<file path="config.mk">
export PLATFORM = sky130hd
export DESIGN_NAME = irqr_top
export DESIGN_NICKNAME = d
export VERILOG_FILES = /design/src/rtl/irqr_pkg.sv /design/src/rtl/irqr_pulse_timer.sv /design/src/rtl/irqr_read_tracker.sv /design/src/rtl/irqr_top.sv
export SDC_FILE = /design/constraint.sdc
export NUM_CORES = 1
export LEC_CHECK = 0
export BUFFER_PORTS_ARGS = -buffer_cell sky130_fd_sc_hd__buf_2
export CAP_MARGIN = 20
export CORE_MARGIN = 2
export CORE_UTILIZATION = 60
export DETAILED_ROUTE_END_ITERATION = 6
export GPL_TIMING_DRIVEN = 1
export PLACE_DENSITY = 0.82
export SLEW_MARGIN = 20
export SYNTH_ARGS = -nofsm -noshare
export SYNTH_HDL_FRONTEND = slang
export SYNTH_SLANG_ARGS = --single-unit
</file>
<file path="constraint.sdc">
create_clock -name clk_sys -period 7.4 [get_ports clk_sys]
set_input_delay 0.37 -clock clk_sys [delete_from_list [all_inputs] [get_ports clk_sys]]
set_output_delay 0.37 -clock clk_sys [all_outputs]
set_load 0.005 [all_outputs]
</file>
<file path="src/rtl/irqr_pkg.sv">
// Purpose: shared constants and types for the interrupt routing and pin signalling block
// Assumes: 100 MHz system clock, 8-bit paged register space, book 0 only
// Notes: cycle counts derive from the pulse times and the clock rate

`default_nettype none

package irqr_pkg;

	// ************************************************************
	// clock and timing
	// ************************************************************
	localparam int CLK_MHZ = 100;
	localparam int PULSE_MS = 2;
	localparam int PERIOD_MS = 4;
	localparam int PULSE_CYC_DEF = PULSE_MS * CLK_MHZ * 1000;
	localparam int PERIOD_CYC_DEF = PERIOD_MS * CLK_MHZ * 1000;
	localparam int CNT_W = 19;

	// ************************************************************
	// register space
	// ************************************************************
	localparam logic [7:0] ADDR_PAGE_SEL = 8'h00;
	localparam logic [7:0] ADDR_ROUTE_12 = 8'h70;
	localparam logic [7:0] ADDR_ROUTE_34 = 8'h71;
	localparam logic [7:0] ADDR_PIN_STYLE = 8'h72;
	localparam logic [7:0] PAGE_IRQ = 8'h01;
	localparam logic [7:0] PAGE_SEL_RESET = 8'h01;
	localparam logic [7:0] ROUTE_12_RESET = 8'h00;
	localparam logic [7:0] ROUTE_34_RESET = 8'h00;
	localparam logic [7:0] PIN_STYLE_RESET = 8'h00;

	// field positions: upper routing field at 6-4, lower at 2-0
	localparam int ROUTE_HI_LSB = 4;
	localparam int ROUTE_LO_LSB = 0;
	localparam int ROUTE_W = 3;
	// style fields: output one at 7-6 down to output four at 1-0
	localparam int STYLE_W = 2;
	localparam int STYLE_ONE_LSB = 6;
	localparam int NUM_OUT = 4;
	localparam int NUM_SRC = 4;

	// ************************************************************
	// encodings
	// ************************************************************
	localparam logic [2:0] ROUTE_NONE = 3'h0;
	localparam logic [2:0] ROUTE_OUT_FIRST = 3'h1;
	localparam logic [2:0] ROUTE_OUT_LAST = 3'h4;

	localparam logic [1:0] STYLE_ONE_PULSE = 2'h0;
	localparam logic [1:0] STYLE_REPEAT = 2'h1;
	localparam logic [1:0] STYLE_HOLD = 2'h2;
	localparam logic [1:0] STYLE_LIVE = 2'h3;

	typedef enum logic [1:0] {
		ST_IDLE = 2'b00,
		ST_SINGLE = 2'b01,
		ST_REPEAT = 2'b10,
		ST_HOLD = 2'b11
	} irqr_state_t;

endpackage : irqr_pkg

`default_nettype wire

</file>
<file path="src/rtl/irqr_pulse_timer.sv">
// Purpose: pulse and period counter for one interrupt output
// Assumes: restart and run come from logic on the same clock
// Notes: counter clears to zero on the first edge it is not running and stays there

`timescale 1ns/1ps
`default_nettype none

module irqr_pulse_timer #(
	parameter int PULSE_CYC = irqr_pkg::PULSE_CYC_DEF,
	parameter int PERIOD_CYC = irqr_pkg::PERIOD_CYC_DEF
) (
	// clock and reset
	input wire logic clk_sys,
	input wire logic rst,
	// control
	input wire logic restart,
	input wire logic run,
	// status
	output logic pulse_hi,
	output logic pulse_end
);
	import irqr_pkg::*;

	localparam logic [CNT_W-1:0] PULSE_LAST = CNT_W'(PULSE_CYC - 1);
	localparam logic [CNT_W-1:0] PERIOD_LAST = CNT_W'(PERIOD_CYC - 1);
	localparam logic [CNT_W-1:0] PULSE_LEN = CNT_W'(PULSE_CYC);

	logic [CNT_W-1:0] cnt_r;

	// free count within one period, wraps so repeats stay in phase
	always_ff @(posedge clk_sys) begin
		if (rst) begin
			cnt_r <= '0;
		end else if (restart || !run) begin
			cnt_r <= '0;
		end else if (cnt_r == PERIOD_LAST) begin
			cnt_r <= '0;
		end else begin
			cnt_r <= cnt_r + CNT_W'(1);
		end
	end

	// high for the first PULSE_CYC cycles of the period
	assign pulse_hi = run && (cnt_r < PULSE_LEN);
	assign pulse_end = run && (cnt_r == PULSE_LAST);

endmodule : irqr_pulse_timer

`default_nettype wire

</file>
<file path="src/rtl/irqr_read_tracker.sv">
// Purpose: notes reads of both latched status registers and issues one clear
// Assumes: read strobes are one-cycle pulses on the system clock
// Notes: reads may come in either order or in the same cycle

`timescale 1ns/1ps
`default_nettype none

module irqr_read_tracker (
	// clock and reset
	input wire logic clk_sys,
	input wire logic rst,
	// read strobes
	input wire logic rd_a,
	input wire logic rd_b,
	// clear pulse
	output logic clr_pulse
);
	import irqr_pkg::*;

	logic seen_a_r;
	logic seen_b_r;
	logic clr_r;
	logic both_nxt;

	// both seen, counting this cycle's strobes
	assign both_nxt = (seen_a_r || rd_a) && (seen_b_r || rd_b);

	// remember each read until the pair is complete
	always_ff @(posedge clk_sys) begin
		if (rst) begin
			seen_a_r <= 1'b0;
			seen_b_r <= 1'b0;
		end else if (both_nxt) begin
			seen_a_r <= 1'b0;
			seen_b_r <= 1'b0;
		end else begin
			seen_a_r <= seen_a_r || rd_a;
			seen_b_r <= seen_b_r || rd_b;
		end
	end

	// one-cycle clear after the second read
	always_ff @(posedge clk_sys) begin
		if (rst) begin
			clr_r <= 1'b0;
		end else begin
			clr_r <= both_nxt;
		end
	end

	assign clr_pulse = clr_r;

endmodule : irqr_read_tracker

`default_nettype wire

</file>
<file path="src/rtl/irqr_top.sv">
// Purpose: routes four dsp interrupt sources onto four pins and shapes each pin
// Assumes: sources and register strobes are on clk_sys; book 0 is selected
// Notes: pins are registered, so every pin change lags its state or live combined value by one cycle

`timescale 1ns/1ps
`default_nettype none

module irqr_top #(
	parameter int PULSE_CYC = irqr_pkg::PULSE_CYC_DEF,
	parameter int PERIOD_CYC = irqr_pkg::PERIOD_CYC_DEF
) (
	// clock and reset
	input wire logic clk_sys,
	input wire logic rst,
	// register access
	input wire logic [7:0] reg_addr,
	input wire logic reg_wr_en,
	input wire logic [7:0] reg_wdata,
	input wire logic reg_rd_en,
	output logic [7:0] reg_rdata,
	// latched status read strobes
	input wire logic latched_status_a_rd,
	input wire logic latched_status_b_rd,
	// dsp interrupt sources, bit 0 is source 1
	input wire logic [3:0] dsp_irq_src,
	// interrupt pins
	output logic irq_out_one,
	output logic irq_out_two,
	output logic irq_out_three,
	output logic irq_out_four
);
	import irqr_pkg::*;

	// ************************************************************
	// functions
	// ************************************************************

	// one-hot pin select from a routing code; reserved codes select nothing
	function automatic logic [NUM_OUT-1:0] route_onehot(input logic [2:0] code);
		logic [NUM_OUT-1:0] oh;
		oh = '0;
		if (code >= ROUTE_OUT_FIRST && code <= ROUTE_OUT_LAST) begin
			oh = NUM_OUT'(1) << (code - ROUTE_OUT_FIRST);
		end
		return oh;
	endfunction : route_onehot

	// pin-style field of output k, output one in the top bits
	function automatic logic [1:0] style_of(input logic [7:0] reg_val, input int k);
		logic [1:0] s;
		s = reg_val[(STYLE_ONE_LSB - STYLE_W * k) +: STYLE_W];
		return s;
	endfunction : style_of

	// ************************************************************
	// register file
	// ************************************************************

	// register state and read path
	logic [7:0] page_sel_r;
	logic [7:0] route_12_r;
	logic [7:0] route_34_r;
	logic [7:0] pin_style_r;
	logic [7:0] rdata_r;
	logic [7:0] rdata_nxt;
	logic on_irq_page;

	// routing registers answer only while page 1 is selected
	assign on_irq_page = (page_sel_r == PAGE_IRQ);

	// page select answers at address zero of every page
	always_ff @(posedge clk_sys) begin
		if (rst) begin
			page_sel_r <= PAGE_SEL_RESET;
		end else if (reg_wr_en && reg_addr == ADDR_PAGE_SEL) begin
			page_sel_r <= reg_wdata;
		end
	end

	// routing and style registers; reserved bits are stored as written
	always_ff @(posedge clk_sys) begin
		if (rst) begin
			route_12_r <= ROUTE_12_RESET;
			route_34_r <= ROUTE_34_RESET;
			pin_style_r <= PIN_STYLE_RESET;
		end else if (reg_wr_en && on_irq_page) begin
			if (reg_addr == ADDR_ROUTE_12) begin
				route_12_r <= reg_wdata;
			end
			if (reg_addr == ADDR_ROUTE_34) begin
				route_34_r <= reg_wdata;
			end
			if (reg_addr == ADDR_PIN_STYLE) begin
				pin_style_r <= reg_wdata;
			end
		end
	end

	// read decode; anything not held here reads zero
	always_comb begin
		rdata_nxt = 8'h00;
		if (reg_addr == ADDR_PAGE_SEL) begin
			rdata_nxt = page_sel_r;
		end else if (on_irq_page) begin
			case (reg_addr)
				ADDR_ROUTE_12: rdata_nxt = route_12_r;
				ADDR_ROUTE_34: rdata_nxt = route_34_r;
				ADDR_PIN_STYLE: rdata_nxt = pin_style_r;
				default: rdata_nxt = 8'h00;
			endcase
		end
	end

	// read data one cycle after the strobe, held until the next read
	always_ff @(posedge clk_sys) begin
		if (rst) begin
			rdata_r <= 8'h00;
		end else if (reg_rd_en) begin
			rdata_r <= rdata_nxt;
		end
	end

	// registered read data, so the bus never sees a decode glitch
	assign reg_rdata = rdata_r;

	// ************************************************************
	// routing and combining
	// ************************************************************

	// one-hot pin selects per source and the combined values
	logic [NUM_OUT-1:0] sel_src1;
	logic [NUM_OUT-1:0] sel_src2;
	logic [NUM_OUT-1:0] sel_src3;
	logic [NUM_OUT-1:0] sel_src4;
	logic [NUM_OUT-1:0] comb_irq;
	logic [NUM_OUT-1:0] comb_prev_r;
	logic [NUM_OUT-1:0] irq_event;

	// decode each routing field; reserved codes drop the source
	assign sel_src1 = route_onehot(route_12_r[ROUTE_HI_LSB +: ROUTE_W]);
	assign sel_src2 = route_onehot(route_12_r[ROUTE_LO_LSB +: ROUTE_W]);
	assign sel_src3 = route_onehot(route_34_r[ROUTE_HI_LSB +: ROUTE_W]);
	assign sel_src4 = route_onehot(route_34_r[ROUTE_LO_LSB +: ROUTE_W]);

	// every source routed to a pin contributes to it
	assign comb_irq = (sel_src1 & {NUM_OUT{dsp_irq_src[0]}})
		| (sel_src2 & {NUM_OUT{dsp_irq_src[1]}})
		| (sel_src3 & {NUM_OUT{dsp_irq_src[2]}})
		| (sel_src4 & {NUM_OUT{dsp_irq_src[3]}});

	// rising edge of the combined value is the interrupt event
	always_ff @(posedge clk_sys) begin
		if (rst) begin
			comb_prev_r <= '0;
		end else begin
			comb_prev_r <= comb_irq;
		end
	end

	// events are edges, so a source stuck high cannot retrigger a pin
	// once it has been cleared; it must fall and rise again
	assign irq_event = comb_irq & ~comb_prev_r;

	// ************************************************************
	// latched-condition clear
	// ************************************************************

	// both status reads together give a one-cycle clear for every pin
	logic status_clr;

	// the tracker keeps a partial pair until the other read arrives
	irqr_read_tracker u_read_tracker (
		.clk_sys(clk_sys),
		.rst(rst),
		.rd_a(latched_status_a_rd),
		.rd_b(latched_status_b_rd),
		.clr_pulse(status_clr)
	);

	// ************************************************************
	// per-pin shaping
	// ************************************************************

	// pins are registered so the host never sees decode hazards
	logic [NUM_OUT-1:0] pin_r;

	for (genvar k = 0; k < NUM_OUT; k++) begin : g_pin
		// per-pin state, timer hookup and level
		irqr_state_t state_r;
		irqr_state_t state_nxt;
		logic [1:0] style;
		logic restart;
		logic run;
		logic hi;
		logic last;
		logic pin_nxt;

		// style field of this pin
		assign style = style_of(pin_style_r, k);
		// timer restarts only when a pulsing style takes a fresh event
		assign restart = (state_r == ST_IDLE) && irq_event[k]
			&& (style == STYLE_ONE_PULSE || style == STYLE_REPEAT);
		// timer runs only in the pulsing states, so it idles at zero
		assign run = (state_r == ST_SINGLE) || (state_r == ST_REPEAT);

		// one timer per pin keeps pins independent at the cost of area
		irqr_pulse_timer #(
			.PULSE_CYC(PULSE_CYC),
			.PERIOD_CYC(PERIOD_CYC)
		) u_timer (
			.clk_sys(clk_sys),
			.rst(rst),
			.restart(restart),
			.run(run),
			.pulse_hi(hi),
			.pulse_end(last)
		);

		// next state; a new event beats a clear in the same cycle
		always_comb begin
			state_nxt = state_r;
			case (state_r)
				ST_IDLE: begin
					if (irq_event[k]) begin
						case (style)
							STYLE_ONE_PULSE: state_nxt = ST_SINGLE;
							STYLE_REPEAT: state_nxt = ST_REPEAT;
							STYLE_HOLD: state_nxt = ST_HOLD;
							default: state_nxt = ST_IDLE;
						endcase
					end
				end
				ST_SINGLE: begin
					// further events during the pulse are absorbed
					if (last) begin
						state_nxt = ST_IDLE;
					end
				end
				ST_REPEAT, ST_HOLD: begin
					if (!irq_event[k] && status_clr) begin
						state_nxt = ST_IDLE;
					end
				end
				default: state_nxt = ST_IDLE;
			endcase
		end

		// state register; style changes leave the state alone
		always_ff @(posedge clk_sys) begin
			if (rst) begin
				state_r <= ST_IDLE;
			end else begin
				state_r <= state_nxt;
			end
		end

		// pin level; live style bypasses the latched states
		always_comb begin
			if (style == STYLE_LIVE) begin
				pin_nxt = comb_irq[k];
			end else begin
				case (state_r)
					ST_SINGLE: pin_nxt = 1'b1;
					ST_REPEAT: pin_nxt = hi;
					ST_HOLD: pin_nxt = 1'b1;
					default: pin_nxt = 1'b0;
				endcase
			end
		end

		// one flip-flop per pin; adds a cycle of latency to every style
		always_ff @(posedge clk_sys) begin
			if (rst) begin
				pin_r[k] <= 1'b0;
			end else begin
				pin_r[k] <= pin_nxt;
			end
		end
	end

	// ************************************************************
	// pin outputs
	// ************************************************************

	// bit 0 drives output one, bit 3 output four
	assign irq_out_one = pin_r[0];
	assign irq_out_two = pin_r[1];
	assign irq_out_three = pin_r[2];
	assign irq_out_four = pin_r[3];

endmodule : irqr_top

`default_nettype wire
</file>
## Word-level counts from Yosys, hierarchy flattened

Cells that the tools add are included.

- Bits in registers: 135
- Input bits: 26
- Output and inout port bits: 12
- Word-level logic and storage cells: 215

- $add $sub $neg: 8
- $lt $le $gt $ge: 12
- Equality and inequality tests: 48
- Shift-type cells: 4
- Multiplexer cells: 35
- Bitwise logic cells: 9
- Reductions and logical operators: 78

Operators by type and width:

| kind | count |
|---|---|
| 19-bit by 1-bit adder with 19-bit output, second input constant | 4 |
| 19-bit by 18-bit == test with 1-bit output, second input constant | 4 |
| 19-bit == test, second input constant | 4 |
| 19-bit by 18-bit less-than comparator with 1-bit output, second input constant | 4 |
| 2-bit case mux with 3 select lines | 8 |
| 2-bit == test, second input constant | 16 |
| 1-bit logical AND | 27 |
| 8-bit by 7-bit == test with 1-bit output, second input constant | 3 |
| 2-bit two-way mux | 12 |
| 2-bit inequality test, second input constant | 12 |
| 8-bit case mux with 3 select lines | 1 |
| 4-bit bitwise AND | 5 |
| 2-bit OR reduction | 9 |
| 2-bit by 1-bit == test with 1-bit output, second input constant | 8 |
| 2-bit logical NOT | 8 |
| 4-bit two-way mux | 4 |
| 8-bit two-way mux | 2 |
| 1-bit by 3-bit left shift with 4-bit output, first input constant | 4 |
| 1-bit logical OR | 14 |
| 3-bit by 1-bit >= comparator with 1-bit output, second input constant | 4 |
| 3-bit less-or-equal comparator, second input constant | 4 |
| 4-bit bitwise OR | 3 |
| 3-bit AND reduction | 4 |
| 3-bit OR reduction | 4 |
| 8 further kinds | 26 |

## Logic depth before layout (Yosys ltp)

Gate-level depths: netlist of run 1.

- Depth after elaboration: 12
- Mapped depth: 9
- Gate-level depth less buffers: 9

## Cells and area by module

Synthesis of run 1 repeated with hierarchy kept, for this count alone.

- Cell total of the unflattened synthesis: 843
- Area, all modules: 7,337.0 um^2

By module, submodules not included:

| module | times used | cells each | area an instance (um^2) | seq. area each (um^2) |
|---|---|---|---|---|
| irqr_pulse_timer | 4 | 112 | 949.7 | 380.4 |
| irqr_top | 1 | 387 | 3,440.8 | 1,121.1 |
| irqr_read_tracker | 1 | 8 | 97.6 | 60.1 |

## Least setup slack after synthesis of run 1

OpenSTA, ideal clock, no wires.

- Path kind: register -> register
- Start point: register route_34_r[0]
- End point: register g_pin[1].state_r[0]
- Setup time: 0.123 ns
- Arrival time: 2.265 ns
- Data required time: 7.277 ns
- Slack: 5.012 ns
- Cell stages (with the launch flop): 9
- Path buffers: 0
- Clock period less this slack: 2.388 ns
- Cell sequence: dfxtp_1 or2_2 ha_1 and3b_1 a32o_2 o31ai_4 a21oi_1 a221oi_2 mux2_1

- Longest elaborated chain between the ends: 10
- Elaborated cells between the ends (all ways): 14
- Classes of those cells: add/sub (1); order compare (2); eq/ne (2); shift (1); mux (1); bitwise (3); reduce/logical (4)

Ends and longest elaborated chain:

| what | RTL line | RTL |
|---|---|---|
| from (decl) | irqr_top.sv:62 | `logic [7:0] route_34_r;` |
| from (signal assigned) | irqr_top.sv:91 | `route_34_r <= reg_wdata;` |
| 3-bit by 1-bit subtractor with 3-bit output, or another cell as far along | irqr_top.sv:43 | `oh = NUM_OUT'(1) << (code - ROUTE_OUT_FIRST);` |
| 1-bit by 3-bit left shift with 4-bit output or 1-bit logical AND (tied branches) | irqr_top.sv:43, irqr_top.sv:42 |  |
| 4-bit two-way mux (*) | irqr_top.sv:42 | `if (code >= ROUTE_OUT_FIRST && code <= ROUTE_OUT_LAST) begin` |
| 4-bit bitwise AND (*) | irqr_top.sv:149 | `\| (sel_src4 & {NUM_OUT{dsp_irq_src[3]}});` |
| 4-bit bitwise OR (*) | irqr_top.sv:149 |  |
| 4-bit bitwise AND (*) | irqr_top.sv:162 | `assign irq_event = comb_irq & ~comb_prev_r;` |
| 1-bit logical NOT | irqr_top.sv:240 | `if (!irq_event[k] && status_clr) begin` |
| 1-bit logical AND | irqr_top.sv:240 |  |
| 2-bit inequality test (no source line) | -- |  |
| 3-bit AND reduction (no source line) (*) | -- |  |
| to (signal assigned) | irqr_top.sv:253 | `state_r <= state_nxt;` |
| to (decl) | irqr_top.sv:189 | `irqr_state_t state_r;` |

Every way passes the cells marked *; elsewhere a longest branch is shown, timed or not.
A chain may end at the register's enable or synchronous reset.

## Worst setup path after layout of run 1

Same ends and word-level chain as after synthesis.

==> out/qor.csv, run 1 <==
metric,value,unit
grt_setup_unrepaired,false,
grt_pass1_vias,5263,
synthArstFlopShare,0,%
globalplace.congestion,0.880,
postRouteWirelength,14.0,mm
drt_iter0_markers,345,
synthSimpleGateAreaFrac,26.5,%
synthXorXnorAreaFrac,8.26,%
fin_cells,961,
clock-sinks,135,
place_hpwl,9.81,mm
synth_cell_types,62,
fin_area,7650,µm²
fin_skew,6.61,ps
fin_tns_setup,0,ps
synth_flop_cell,dfxtp_1,
die-width,110,µm
die_area,12200,µm²
ctsHoldBuffers,0,
slew_headroom,51.4,%
num_vias,5584,
ant_nets,0,
layout.nets,874,
required,7700,ps
grt_max_degree,72,
crit_fanout,7,
htreeDepth,4,
max_freq,0.394,GHz
synth_nets,842,
powerDensity,218,nW/µm²
ctsResizeCount,0,
yosysWarnings,0,
post_cts_buffers,0,
clk_path_buf_depth,2,
finalSetupViolCount,0,
synthToLayoutAreaGrowth,12.7,%
crit_path_cell_trace,or2_2 -> ha_1 -> and3b_1 -> a32o_2 -> o31ai_4 -> a21oi_1 -> a221oi_2 -> mux2_1,
synth_top_area_share,39.8,%
viasPerCell,5.81,
ys_seq_area_share,39.8,%
cts_buffers,17,
startpoint_type,flip-flop,
worstMarginPinSlew,727,ps
die_y,110,µm
clk_latency,420,ps
grt_usage,24.5,%
status,"finished, final reports clean",
route.detailed.drc,0,
clk_pin_slew,50,ps
period_minus_slack,2540,ps
maxCapViolations,0,
n_antenna_cell,0,
muxShareOfSynthArea,5.97,%
cts_tree,done,
synth_area_leaders,"dfxtp_1 (40%), nor2_1 (8.3%), ha_1 (7.4%)",
dp_cells,929,
dpl_cell_area,7050,µm²
cp_num_buf_inv,0,
yosysTopAreaCell,dfxtp_1,
grt_overflow,0,
synth_area,6790,µm²
synth-edff-count,0,
synth-compound-area-share,8.79,%
firstDrtPassIters,7,
hold_viol,0,
worstSetupPathType,reg2reg,
slowest_delay,360,ps
antenna_found_initial,0,
maxSlewViolCount,0,
arrival,2840,ps
grt_pass1_wl,23.4,mm
synth_fa_ha_area_share,7.37,%
power_leakage,0.00272,µW
path_delay_family,compound AO/OA/AOI/OAI gates,
syn_inst,776,
cp-end-kind,flip-flop,
start_util,62.1,%
io-pin-count,38,
fillCellCount,836,
cts_root_buffer,clkbuf_16,
min_path_type,in2reg,
syn_area_per_cell,8.75,µm²
avgRoutedWirePerCell,14.6,µm
drive_gt1_share,10.6,%
core-area,10900,µm²
crit_slowest_cell,dfxtp_1,
place.port_buffers,37,
rows,38,
irDropWorstVdd,0.000210,V
synth_top_family_by_area,simple AND/OR/NAND/NOR gates,
finalCritPeriodShare,34.3,%
ys_ff_latch,135,
-- per-stage QoR --
step           setup slack (ps)  total power, µW  hold slack [ps]  util, %
3_5_place_dp               4880              831              418     64.5
5_1_grt                    4740             1720              110     70.0
3_3_place_gp               4930              828              407     64.5
2_1_floorplan              5010              808              399        -
4_1_cts                    4870             1680              111     70.0
6_report                   4860             1670              122     70.0
-- final cells by class --
class / count / area [µm²] / area share (%)
Multi-Input combinational cell: 586 / 3860 / 50.5
Sequential cell: 135 / 2700 / 35.3
Clock buffer: 24 / 482 / 6.30
Timing Repair Buffer: 39 / 200 / 2.62
Tap cell: 140 / 175 / 2.29
Clock inverter: 8 / 120 / 1.57
Inverter: 29 / 109 / 1.42
-- report_power, final --
part / internal (µW) / switching (µW)
Combinational: 29.1 / 46.6
Sequential: 735 / 6.29
Clock: 554 / 296
Total: 1320 / 349
-- synth_stat cells, types with 4 or more instances --
library cell	instances
nor2_1	150
dfxtp_1	135
nand3_1	48
nand2_1	43
ha_1	40
xor2_1	37
mux2i_1	36
inv_1	28
xnor2_1	27
a21oi_1	17
clkbuf_1	16
and3_1	14
nand4_1	13
nor4_1	12
o21ai_0	12
nand3b_1	11
nor3_1	11
a22oi_1	9
o22ai_1	9
a211oi_1	8
nand2b_1	7
nor2b_1	6
nor4b_1	6
and4_1	5
buf_2	5
nand4b_1	5
or3_1	5
mux2_1	4
o21a_1	4
-- registers in the layout (all words and copies together), names as in the netlist, 4 cells and up --
register,cells
comb_prev_r,4
g_pin.state_r,8
g_pin.u_timer.cnt_r,76
page_sel_r,8
pin_style_r,8
reg_rdata,8
route_12_r,8
route_34_r,8
-- cells in the final DEF, fill, tap and decap left out, types with 4 or more instances in the layout --
cell type  netlist  routed
ha_1            40      40
nor4_1          12      12
a211oi_1         8       8
nor4b_1          6       6
nand2_1         43      43
nand3b_1        11      11
mux2_1           4       4
o22ai_1          9       9
a21oi_1         17      17
nor3_1          11      11
nor2b_1          6       6
clkbuf_16        0      17
nand2b_1         7       7
buf_2            5      37
inv_1           28      28
nand3_1         48      48
nand4b_1         5       5
xnor2_1         27      27
o21a_1           4       4
or3_1            5       5
xor2_1          37      37
clkbuf_1        16       4
o21ai_0         12      12
mux2i_1         36      36
nor2_1         150     150
and3_1          14      14
a22oi_1          9       9
dfxtp_1        135     135
and4_1           5       5
nand4_1         13      13
-- worst register-to-register path, stage by stage (launching register included) --
cell and delay (ps):
dfxtp_1 360, or2_2 320, ha_1 280, and3b_1 210
a32o_2 250, o31ai_4 280, a21oi_1 120, a221oi_2 250
mux2_1 350
-- worst paths after layout --
kind / start / end / slack, ps / cells past startpoint
setup / recovery: route_34_r[0] / g_pin[1].state_r[0] / 4860 / 8
hold reg to reg: u_read_tracker.seen_a_r / u_read_tracker.seen_b_r / 430 / 1
hold / removal: latched_status_b_rd / u_read_tracker.seen_a_r / 120 / 2
setup reg to reg: route_34_r[0] / g_pin[1].state_r[0] / 4860 / 8
-- logic make-up (layout without fill, tap and decap cells) --
group / Yosys count / in the layout
flip-flops: 135 / 135
multiplexers: 40 / 40
AND/OR/NAND/NOR: 359 / 359
XOR/XNOR: 64 / 64
buffers and inverters: 55 / 100
adder cells (fa/ha/maj): 40 / 40
AO/OA/AOI/OAI: 83 / 83
-- routing by layer --
layer / track usage, % / vias to the layer above / routed length [µm]
met4: 10.9 / 0 / 233
met5: 0 / - / 0
met1: 29.2 / 2664 / 6300
met3: 6.58 / 27 / 624
met2: 41.3 / 128 / 6860
li1: - / 2765 / -
(Power assumes the default switching activity.)
==> run 2, diff against run 1 <==
- CORE_UTILIZATION: 60 -> 55
- PLACE_DENSITY: 0.82 -> 0.79
- clock period: 7.4 -> 2.2 ns (I/O delays scaled with it)
==> run 2 against run 1 <==
Net effect:
- the flow now finishes with violations (negative setup slack)
- clock-buffer cell count down 5
- wire length up 12%
- global-route usage down 0.39 points
- final area up 7.1%
- utilization down 1.8 points
- critical path depth unchanged
- maximum frequency up 13%
- setup slack worse by 4900 ps
- combinational power rose to 4.3 times the previous value
- cell count up 5.2%
- sequential share of layout area down 2.2 points
- die area up 8.8%
- critical endpoint unchanged
- largest power group unchanged
==> out/qor.csv, run 2 (synthesized netlist as in run 1, its figures left out) <==
metric,value,unit,change
power_leakage,0.00296,µW,was 0.00272 µW
worst_slack,-37.2,ps,was 4860 ps
io-pin-count,38,,unchanged
antenna_found_initial,0,,unchanged
start_util,56.5,%,was 62.1%
die_area,13200,µm²,was 12200 µm²
min_path_type,in2reg,,unchanged
worstMarginPinSlew,482,ps,was 727 ps
grt_pass1_wl,25.5,mm,was 23.4 mm
fillCellCount,905,,was 836
die-width,115,µm,was 110 µm
finalSetupViolCount,4,,was 0
globalplace.congestion,0.907,,was 0.880
fin_cells,1011,,was 961
irDropWorstVdd,0.000523,V,was 0.000210 V
ant_nets,0,,unchanged
top_layer,met4,,unchanged
rrSetupSlack,-40,ps,was 4860 ps
startpoint_type,flip-flop,,unchanged
clk_pin_slew,60,ps,was 50 ps
clk_path_buf_depth,2,,unchanged
max_freq,0.447,GHz,was 0.394 GHz
maxCapViolations,0,,unchanged
r2r_cells,8,,unchanged
route.met3.wl,781,µm,was 624 µm
drive_gt1_share,18.1,%,was 10.6%
largest_reg_flops,76,,unchanged
violations,negative setup slack,,
rows,40,,was 38
worstSetupPathType,reg2reg,,unchanged
maxSlewViolCount,0,,unchanged
drt-met1-wl,6.81,mm,was 6.30 mm
cts_root_buffer,clkbuf_16,,unchanged
cts_tree,done,,unchanged
num_vias,5784,,was 5584
grt_setup_unrepaired,true,,was false
place_hpwl,10.5,mm,was 9.81 mm
fin_skew,6.67,ps,was 6.61 ps
crit_fanout,3,,was 7
finalCritPeriodShare,102,%,was 34.3%
grt_max_degree,47,,was 72
layout_commonest_cell,nor2_1,,unchanged
cp-end-kind,flip-flop,,unchanged
grt_pass1_vias,5537,,was 5263
n_antenna_cell,0,,unchanged
clk_latency,420,ps,about the same
grt_overflow,0,,unchanged
route.detailed.drc,0,,unchanged
htreeDepth,4,,unchanged
postRouteWirelength,15.7,mm,was 14.0 mm
r2r-end,g_pin[1].state_r[0],,unchanged
die_y,115,µm,was 110 µm
regArea,2720,µm²,was 2700 µm²
multiInputGateArea,4010,µm²,was 3860 µm²
layout.nets,918,,was 874
arrival,2540,ps,was 2840 ps
grt_usage,24.1,%,was 24.5%
holdPathEnd,page_sel_r[3],,was u_read_tracker.seen_a_r
final_cell_mix,"nor2_1 (148), dfxtp_1 (124), nand3_1 (48)",,"was nor2_1 (150), dfxtp_1 (135), nand3_1 (48)"
met2WireLength,7.80,mm,was 6.86 mm
required,2510,ps,was 7700 ps
powerDensity,707,nW/µm²,was 218 nW/µm²
regMostFlops,g_pin.u_timer.cnt_r,,unchanged
p_total,5800,µW,was 1670 µW
synthToLayoutAreaGrowth,20.7,%,was 12.7%
hold_viol,0,,unchanged
r2r-start,route_34_r[1],,was route_34_r[0]
status,finished with violations,,"was finished, final reports clean"
slew_headroom,67.9,%,was 51.4%
firstDrtPassIters,5,,was 7
hold_start,reg_wr_en,,was latched_status_b_rd
clock-sinks,135,,unchanged
dp_cells,964,,was 929
worst_hold_path.num_cells,3,,was 2
place.port_buffers,37,,unchanged
core-area,12000,µm²,was 10900 µm²
cts_buffers,17,,unchanged
period_minus_slack,2240,ps,was 2540 ps
avgRoutedWirePerCell,15.5,µm,was 14.6 µm
drt_iter0_markers,534,,was 345
viasPerCell,5.72,,was 5.81
## run 2: cell count changes in the layout (fill, tap and decap cells not counted), moves of 5 or more
cell,before,now
buf_4,2,36
dfxtp_1,135,124
dfxtp_2,0,11
dlygate4sd3_1,0,10
ha_1,40,35
ha_4,0,5
## run 2: cell type report
type	count	share of cell area, %
flip-flops and latches	135	33.2
inverters	29	1.33
repair buffers	83	6.78
clock buffers	19	5.41
multi-input cells	586	48.9
clock inverters	12	2.15
well taps	147	2.25
## run 2: worst max path at each step
stage | start | end | slack (ps)
finish | route_34_r[1] | g_pin[1].state_r[0] | -40
global route | route_34_r[5] | g_pin[2].state_r[0] | -120
CTS | route_34_r[1] | g_pin[1].state_r[0] | -70
detailed placement | route_12_r[5] | g_pin[1].state_r[0] | -80
global placement | route_12_r[1] | g_pin[3].state_r[0] | 20
floorplan | route_34_r[4] | g_pin[1].state_r[0] | 2
## run 2: routing by layer
layer / vias up / track usage, %
met5: - / 0
met4: 0 / 9.56
met3: 32 / 7.49
met2: 156 / 39.9
met1: 2746 / 29.4
li1: 2850 / -
## run 2: per-stage QoR
| step | cell area, µm² | utilization, % | TNS [ps] | worst slack, ps | hold slack [ps] |
|---|---|---|---|---|---|
| after floorplan | 6840 | - | 0 | 1.79 | 189 |
| final | 8190 | 68.2 | -67.6 | -37.2 | 62.2 |
| after CTS | 8110 | 67.5 | -114 | -73.3 | 37.5 |
| after global placement | 7310 | 60.9 | 0 | 18.1 | 330 |
| after global routing | 8190 | 68.2 | -554 | -124 | 66.0 |
| after detailed placement | 7310 | 60.9 | -178 | -78.9 | 335 |
## run 2: where the power goes
part           leakage (µW)  switching, µW  internal [µW]
registers           0.00109           20.2           2470
logic               0.00156            180            146
clock network      0.000299           1060           1920
total               0.00296           1260           4540
## run 2: worst max-delay path, stage by stage (launching register included)
cell      delay [ps]
dfxtp_2          320
or2_4            250
ha_4             210
and3b_1          190
a32o_2           270
o31ai_4          210
a21oi_2          100
a221oi_4         240
mux2_4           330
## run 2: what timing repair did
action / 4_1_cts / 5_1_grt
setup buffers: 4 / 3
hold endpoints to repair: 21 / 0
pin swaps: 13 / 13
setup endpoints to repair: 5 / 8
hold buffers: 10 / 0
gates resized for setup: 9 / 18
